$ cat src/rtl/monitor_pkg.sv
// constants shared by the interface monitor error and isolation log
package monitor_pkg;

  // ---------------------------------------------------------------
  // register word addresses (byte addresses, one word each)
  // ---------------------------------------------------------------
  localparam logic [7:0] ADDR_ERR_LOW   = 8'h00;  // error_address_low
  localparam logic [7:0] ADDR_ERR_HIGH  = 8'h04;  // error_address_high
  localparam logic [7:0] ADDR_SRC_IDS   = 8'h08;  // error_source_ids
  localparam logic [7:0] ADDR_ATTRS     = 8'h0c;  // error_transaction_attributes
  localparam logic [7:0] ADDR_TRAFFIC   = 8'h10;  // isolation_traffic_status
  localparam logic [7:0] ADDR_ISO_CTRL  = 8'h14;  // isolation_control_reg

  // ---------------------------------------------------------------
  // field positions
  // ---------------------------------------------------------------
  localparam int NODE_LSB   = 0;   // source node id, 8 bits
  localparam int TXN_LSB    = 8;   // originating txn id, 24 bits
  localparam int LEN_LSB    = 0;   // burst length, 8 bits
  localparam int SIZE_LSB   = 8;   // beat size, 3 bits
  localparam int BURST_LSB  = 12;  // burst type, 2 bits
  localparam int LOCK_BIT   = 14;  // lock
  localparam int CACHE_LSB  = 15;  // cache, 4 bits
  localparam int PROT_LSB   = 19;  // protection, 3 bits
  localparam int DIR_BIT    = 24;  // 1 write, 0 read
  localparam int ACT_RD_BIT = 8;   // read outstanding
  localparam int ACT_WR_BIT = 9;   // write outstanding
  localparam int LATE_RD_BIT = 10; // read after isolation
  localparam int LATE_WR_BIT = 11; // write after isolation
  localparam int ISO_REQ_BIT = 0;  // isolation request
  localparam int ISO_ST_LSB  = 1;  // isolation state, 2 bits

  // ---------------------------------------------------------------
  // reset values
  // ---------------------------------------------------------------
  localparam logic [31:0] WORD_ZERO = 32'h0000_0000;

  // ---------------------------------------------------------------
  // isolation state machine
  // ---------------------------------------------------------------
  typedef enum logic [1:0] {
    ISO_IDLE       = 2'b00,  // traffic flows
    ISO_PEND_ENTRY = 2'b01,  // draining before isolation
    ISO_ACTIVE     = 2'b10,  // isolated
    ISO_PEND_EXIT  = 2'b11   // leaving isolation
  } iso_state_t;

endpackage : monitor_pkg

$ cat src/rtl/interface_monitor.sv
// interface monitor: error log, isolation control and traffic status
//
// Decided for this implementation: the strobed register port and the address map.
`timescale 1ns/100ps

module interface_monitor #(
  parameter int CNT_W = 8  // outstanding counter width
) (
  // clock and reset
  input  wire logic        clk,
  input  wire logic        rstn,
  // register port
  input  wire logic [7:0]  reg_addr,
  input  wire logic [31:0] reg_wdata,
  input  wire logic        reg_wr,
  input  wire logic        reg_rd,
  output logic      [31:0] reg_rdata,
  // erroring transaction capture
  input  wire logic        err_valid,
  input  wire logic [63:0] err_addr,
  input  wire logic [23:0] originating_txn_id,
  input  wire logic [7:0]  source_node_id,
  input  wire logic        err_write,
  input  wire logic [2:0]  err_prot,
  input  wire logic [3:0]  err_cache,
  input  wire logic        err_lock,
  input  wire logic [1:0]  err_burst,
  input  wire logic [2:0]  err_size,
  input  wire logic [7:0]  err_len,
  // traffic events at the ingress
  input  wire logic        wr_start,
  input  wire logic        wr_done,
  input  wire logic        rd_start,
  input  wire logic        rd_done,
  // isolation status
  output logic             isolated
);

  // ---------------------------------------------------------------
  // parameter check
  // ---------------------------------------------------------------
  if (CNT_W < 1 || CNT_W > 16) begin : g_bad_cnt
    $error("CNT_W must lie between 1 and 16");
  end

  // ---------------------------------------------------------------
  // error log storage
  // ---------------------------------------------------------------
  logic [31:0] error_address_low;             // address bits 31:0
  logic [31:0] error_address_high;            // address bits 63:32
  logic [31:0] error_source_ids;              // txn id and node id
  logic [31:0] error_transaction_attributes;  // direction and attributes

  // attribute word assembled from the inputs, reserved bits zero
  wire  [31:0] attr_word;
  wire  [31:0] ids_word;

  assign ids_word = {originating_txn_id, source_node_id};

  assign attr_word = {7'h00, err_write, 2'h0, err_prot, err_cache,
                      err_lock, err_burst, 1'b0, err_size, err_len};

  // all four words load on one strobe so the log never mixes events
  always_ff @(posedge clk or negedge rstn) begin
    if (!rstn) begin
      error_address_low            <= monitor_pkg::WORD_ZERO;
      error_address_high           <= monitor_pkg::WORD_ZERO;
      error_source_ids             <= monitor_pkg::WORD_ZERO;
      error_transaction_attributes <= monitor_pkg::WORD_ZERO;
    end else if (err_valid) begin
      error_address_low            <= err_addr[31:0];
      error_address_high           <= err_addr[63:32];
      error_source_ids             <= ids_word;
      error_transaction_attributes <= attr_word;
    end
  end

  // ---------------------------------------------------------------
  // outstanding transaction counters
  // ---------------------------------------------------------------
  logic [CNT_W-1:0] wr_count;       // writes in flight
  logic [CNT_W-1:0] rd_count;       // reads in flight
  logic [CNT_W-1:0] next_wr_count;
  logic [CNT_W-1:0] next_rd_count;
  wire              wr_inc;
  wire              wr_dec;
  wire              rd_inc;
  wire              rd_dec;

  // saturate rather than wrap: a wrapped count would show idle wrongly
  assign wr_inc = wr_start && !wr_done && (wr_count != '1);
  assign wr_dec = wr_done && !wr_start && (wr_count != '0);
  assign rd_inc = rd_start && !rd_done && (rd_count != '1);
  assign rd_dec = rd_done && !rd_start && (rd_count != '0);

  assign next_wr_count = wr_inc ? wr_count + CNT_W'(1) :
                         wr_dec ? wr_count - CNT_W'(1) : wr_count;
  assign next_rd_count = rd_inc ? rd_count + CNT_W'(1) :
                         rd_dec ? rd_count - CNT_W'(1) : rd_count;

  // counters follow start and done pulses
  always_ff @(posedge clk or negedge rstn) begin
    if (!rstn) begin
      wr_count <= '0;
      rd_count <= '0;
    end else begin
      wr_count <= next_wr_count;
      rd_count <= next_rd_count;
    end
  end

  // status levels, registered with the counters
  logic active_write;  // at least one write open
  logic active_read;   // at least one read open

  always_ff @(posedge clk or negedge rstn) begin
    if (!rstn) begin
      active_write <= 1'b0;
      active_read  <= 1'b0;
    end else begin
      active_write <= (next_wr_count != '0);
      active_read  <= (next_rd_count != '0);
    end
  end

  // ---------------------------------------------------------------
  // register write decode
  // ---------------------------------------------------------------
  wire ctrl_wr;     // write to isolation control
  wire ctrl_one;    // request bit written as one
  wire ctrl_zero;   // request bit written as zero

  // writes to log and status words are dropped on purpose
  assign ctrl_wr   = reg_wr && (reg_addr == monitor_pkg::ADDR_ISO_CTRL);
  assign ctrl_one  = ctrl_wr && reg_wdata[monitor_pkg::ISO_REQ_BIT];
  assign ctrl_zero = ctrl_wr && !reg_wdata[monitor_pkg::ISO_REQ_BIT];

  // ---------------------------------------------------------------
  // isolation state machine
  // ---------------------------------------------------------------
  monitor_pkg::iso_state_t iso_state;
  monitor_pkg::iso_state_t next_iso_state;
  logic                    iso_req;  // last value of request bit
  wire                     drained;

  assign drained = (wr_count == '0) && (rd_count == '0);

  // entry waits for traffic to drain; exit takes one cycle
  always_comb begin
    next_iso_state = iso_state;
    case (iso_state)
      monitor_pkg::ISO_IDLE: begin
        if (ctrl_one) next_iso_state = monitor_pkg::ISO_PEND_ENTRY;
      end
      monitor_pkg::ISO_PEND_ENTRY: begin
        if (ctrl_zero) next_iso_state = monitor_pkg::ISO_PEND_EXIT;
        else if (drained) next_iso_state = monitor_pkg::ISO_ACTIVE;
      end
      monitor_pkg::ISO_ACTIVE: begin
        if (ctrl_zero) next_iso_state = monitor_pkg::ISO_PEND_EXIT;
      end
      monitor_pkg::ISO_PEND_EXIT: begin
        if (ctrl_one) next_iso_state = monitor_pkg::ISO_PEND_ENTRY;
        else next_iso_state = monitor_pkg::ISO_IDLE;
      end
      default: begin
        next_iso_state = monitor_pkg::ISO_IDLE;
      end
    endcase
  end

  // state, request bit and isolated output
  always_ff @(posedge clk or negedge rstn) begin
    if (!rstn) begin
      iso_state <= monitor_pkg::ISO_IDLE;
      iso_req   <= 1'b0;
      isolated  <= 1'b0;
    end else begin
      iso_state <= next_iso_state;
      isolated  <= (next_iso_state == monitor_pkg::ISO_ACTIVE);
      if (ctrl_wr) iso_req <= reg_wdata[monitor_pkg::ISO_REQ_BIT];
    end
  end

  // ---------------------------------------------------------------
  // late traffic flags
  // ---------------------------------------------------------------
  logic write_received;  // write seen while isolated
  logic read_received;   // read seen while isolated
  wire  flag_clear;
  wire  in_iso;

  assign in_iso = (iso_state == monitor_pkg::ISO_ACTIVE);

  // clear only from pending entry, active or pending exit
  assign flag_clear = ctrl_one && (iso_state != monitor_pkg::ISO_IDLE);

  // a new arrival in the clearing cycle keeps its flag set
  always_ff @(posedge clk or negedge rstn) begin
    if (!rstn) begin
      write_received <= 1'b0;
      read_received  <= 1'b0;
    end else begin
      if (in_iso && wr_start) write_received <= 1'b1;
      else if (flag_clear) write_received <= 1'b0;
      if (in_iso && rd_start) read_received <= 1'b1;
      else if (flag_clear) read_received <= 1'b0;
    end
  end

  // ---------------------------------------------------------------
  // read mux
  // ---------------------------------------------------------------
  wire [31:0] traffic_word;
  wire [31:0] ctrl_word;
  wire [31:0] read_word;

  // reserved status bits read zero; writes to them are ignored
  assign traffic_word = {20'h00000, write_received, read_received,
                         active_write, active_read, 8'h00};
  assign ctrl_word    = {29'h0000_0000, iso_state, iso_req};

  assign read_word =
    (reg_addr == monitor_pkg::ADDR_ERR_LOW)  ? error_address_low :
    (reg_addr == monitor_pkg::ADDR_ERR_HIGH) ? error_address_high :
    (reg_addr == monitor_pkg::ADDR_SRC_IDS)  ? error_source_ids :
    (reg_addr == monitor_pkg::ADDR_ATTRS)    ? error_transaction_attributes :
    (reg_addr == monitor_pkg::ADDR_TRAFFIC)  ? traffic_word :
    (reg_addr == monitor_pkg::ADDR_ISO_CTRL) ? ctrl_word :
                                               monitor_pkg::WORD_ZERO;

  // read data stands only in the cycle after the strobe
  always_ff @(posedge clk or negedge rstn) begin
    if (!rstn) reg_rdata <= monitor_pkg::WORD_ZERO;
    else if (reg_rd) reg_rdata <= read_word;
    else reg_rdata <= monitor_pkg::WORD_ZERO;
  end
endmodule : interface_monitor

$ cat config.mk
export PLATFORM = sky130hd
export DESIGN_NAME = interface_monitor
export DESIGN_NICKNAME = d
export VERILOG_FILES = /design/src/rtl/monitor_pkg.sv /design/src/rtl/interface_monitor.sv
export SDC_FILE = /design/constraint.sdc
export NUM_CORES = 1
export LEC_CHECK = 0
export BUFFER_PORTS_ARGS = -buffer_cell sky130_fd_sc_hd__buf_4
export CAP_MARGIN = 40
export CORE_MARGIN = 5
export CORE_UTILIZATION = 50
export DETAILED_ROUTE_END_ITERATION = 10
export HOLD_SLACK_MARGIN = 0.08
export PLACE_DENSITY = 0.86
export REMOVE_ABC_BUFFERS = 1
export SYNTH_ARGS = -nofsm -noshare
export SYNTH_HDL_FRONTEND = slang
export SYNTH_SLANG_ARGS = --single-unit
$ cat constraint.sdc
create_clock -name clk -period 3 [get_ports clk]
set_clock_uncertainty 0.1 [all_clocks]
set_input_delay 0.3 -clock clk [delete_from_list [all_inputs] [get_ports clk]]
set_output_delay 0.3 -clock clk [all_outputs]
set_load 0.01 [all_outputs]
==> flow_metrics.env <==
export IMPL_status="complete, no violations"
export IMPL_async_flop_share_pct=100.0
export IMPL_min_from="reg_wr"
export IMPL_ant_nets=0
export IMPL_cp_max_fo=9
export IMPL_start_kind="register"
export IMPL_grt_pass1_wl_mm=37.45
export IMPL_antenna_cells=0
export IMPL_yosysMostFrequentCell="dfrtp_1"
export IMPL_synth_seq_area_share_pct=56.01
export IMPL_dp_hpwl_mm=13.45
export IMPL_grt_max_degree=78
export IMPL_grt_overflow=0
export IMPL_drt_iter0_drc=546
export IMPL_powerDensity_nw_per_um2=572.0
export IMPL_rows=45
export IMPL_clock_fmax_mhz=362.1
export IMPL_p_leak_nw=4.878
export IMPL_synth_simple_area_share_pct=9.351
export IMPL_cp_depth=9
export IMPL_synth_common_cells="dfrtp_1, mux2_2, o21ai_0, nand2_1, clkbuf_1"
export IMPL_avgSynthCellArea_um2=12.40
export IMPL_hold_viol_final=0
export IMPL_antenna_found_initial=1
export IMPL_dieArea_um2=18140
export IMPL_r2r_cells=9
export IMPL_hold_depth=4
export IMPL_hp_class="primary input to register"
export IMPL_portBuffers=168
export IMPL_placed_cells=964
export IMPL_io_pins=200
export IMPL_htree_levels=4
export IMPL_clk_pin_slew_ps=60
export IMPL_wl_per_cell_um=21.57
export IMPL_viasPerCell=5.852
export IMPL_synth_main_ff_cell="dfrtp_1"
export IMPL_cp_slowest_cell="dfrtp_1"
export IMPL_cts_sinks=174
export IMPL_synth_top_family_by_area="multiplexers"
export IMPL_final_min_clock_period_ps=2762
export IMPL_cts_tree="built"
export IMPL_rsz0062_at_grt="false"
export IMPL_critical_path_class="register to register"
export IMPL_drive_gt1_share_pct=37.50
export IMPL_synthXorXnorAreaFrac_pct=1.127
export IMPL_start_util_pct=51.14
export IMPL_tightest_slew_ps=535.1
export IMPL_critPathBufInv=2
export IMPL_coreArea_um2=15200
export IMPL_syn_to_final_growth_pct=42.60
export IMPL_r2r_start="wr_count[1]"
export IMPL_max_stage_delay_ps=480
export IMPL_cts_buffers=17
export IMPL_clk_latency_ps=420
export IMPL_cpLargestDelayFamily="simple AND/OR/NAND/NOR gates"
export IMPL_r2r_slack_ps=240
export IMPL_drtPass1Iterations=7
export IMPL_slew_headroom_pct=63.82
export IMPL_drv_cap=0
export IMPL_clockBufferDepth=2
export IMPL_yosys_top_cells_area="dfrtp_1, mux2_2, o21ai_0"
export IMPL_finalSetupViolCount=0
export IMPL_yosysTopAreaCellShare_pct=56.01
export IMPL_cts_root_buf="clkbuf_16"
export IMPL_ir_drop_uv=492.0
export IMPL_synthMuxAreaShare_pct=17.61
export IMPL_grt_pass1_vias=6859
export IMPL_synth_fa_ha_area_share_pct=0.8048
export IMPL_synthesis_area_um2=7774
export IMPL_fin_cells=1116
export IMPL_hold_ws_ps=95.12
export IMPL_synth_compound_area_share_pct=12.55
export IMPL_synthCells=627
export IMPL_grt_usage_pct=26.98
export IMPL_ys_warn_count=0
export IMPL_holdPathEnd="iso_req"
export IMPL_synth_edff_count=0
export IMPL_rr_endpoint="active_write"
export IMPL_ys_seq_elements=174
export IMPL_gp_congestion=0.8897
export IMPL_drv_slew=0
export IMPL_yosys_area_top_type="dfrtp_1"
export IMPL_fp_dieW_um=134.7
export IMPL_post_cts_buffers=0
export IMPL_cp_cell_sequence="inv_1, ha_1, nor3b_1, buf_4, nor4_2, o21ai_0, o31a_1, or3_1, or4b_1"
export IMPL_die_h_um=134.7
export IMPL_wirelength_mm=24.07
export IMPL_crit_required_ps=3190
export IMPL_fin_nets=1087
export IMPL_synth_distinct_cells=55
export IMPL_end_kind="register"
export IMPL_drc=0
export IMPL_vias=6531
export IMPL_min_period_over_period_pct=92.06
export IMPL_arrival_ps=2950
-- metrics by stage --
step                utilization [%]  TNS (ps)  power, W  setup slack (ps)  cell area [µm²]
floorplan                         -    -32870  0.003551             -1063             7614
CTS                           72.88         0  0.006287             101.0            11080
detailed placement            61.29         0  0.004044             256.7             9318
finish                        72.92         0  0.006341             238.1            11090
global route                  72.92         0  0.006629             119.0            11090
global placement              61.29         0  0.003991             332.8             9318
-- routing by layer --
layer | share of wire (%) | global-route usage, %
met1 | 38 | 32.58
met2 | 50 | 45.83
met3 | 8.5 | 7.638
met4 | 3.3 | 10.69
met5 | 0.054 | 0
-- worst min-delay path, delay by kind of cell --
kind                   cells  cell delay (ps)
buffers and inverters      1               90
AND/OR/NAND/NOR            3              190
-- flip-flops by register name, summed over array words and instances (netlist names) --
register and cells:
error_address_high 32, error_address_low 32, error_source_ids 32, reg_rdata 32
error_transaction_attributes 22, rd_count 8, wr_count 8, iso_state 2
active_read 1, active_write 1, iso_req 1, isolated 1
read_received 1, write_received 1
-- report_power, final --
part | leakage [nW] | switching (W) | internal, W
clock | 0.277 | 0.000979 | 0.00117
combinational | 2.50 | 0.000591 | 0.000681
sequential | 2.11 | 0.000306 | 0.00262
-- final cells by class --
class	count	area (µm²)
inverters	10	37.54
flip-flops and latches	174	4354
clock inverters	13	127.6
well taps	188	235.2
fillers	922	4116
clock buffers	19	432.9
repair buffers	309	2649
multi-input cells	403	3249
-- how the worst max path moves through the flow --
stage                            from       endpoint  slack (ps)
after floorplan           reg_addr[4]  reg_rdata[22]       -1060
after global placement    wr_count[1]   active_write         330
after detailed placement  wr_count[1]   active_write         260
after CTS                 wr_count[1]   active_write         100
after global routing      wr_count[1]   active_write         120
final                     wr_count[1]   active_write         240
-- what timing repair did --
action | CTS | global route
endpoints found under the hold margin | 155 | 0
gates resized for setup | 0 | 1
endpoints found under the setup margin | 0 | 1
hold buffers | 120 | 0
-- cell families after synthesis --
family,after synthesis
buffers and inverters,50
muxes,122
AOI/OAI and AO/OA,137
xor gates and xnor gates,10
adders and majority gates,5
and+or+nand+nor,129
DFF,174
-- cell usage in the layout (no fill, tap or decap), types with 17 or more instances in the layout --
cell type,synthesis,final
buf_4,0,186
dfrtp_1,174,174
dlygate4sd3_1,0,120
mux2_2,118,118
o21ai_0,37,37
nand2_1,36,36
a21oi_1,22,22
a221o_1,17,17
clkbuf_16,0,17
Note: power is estimated with default switching activity, not from simulation.
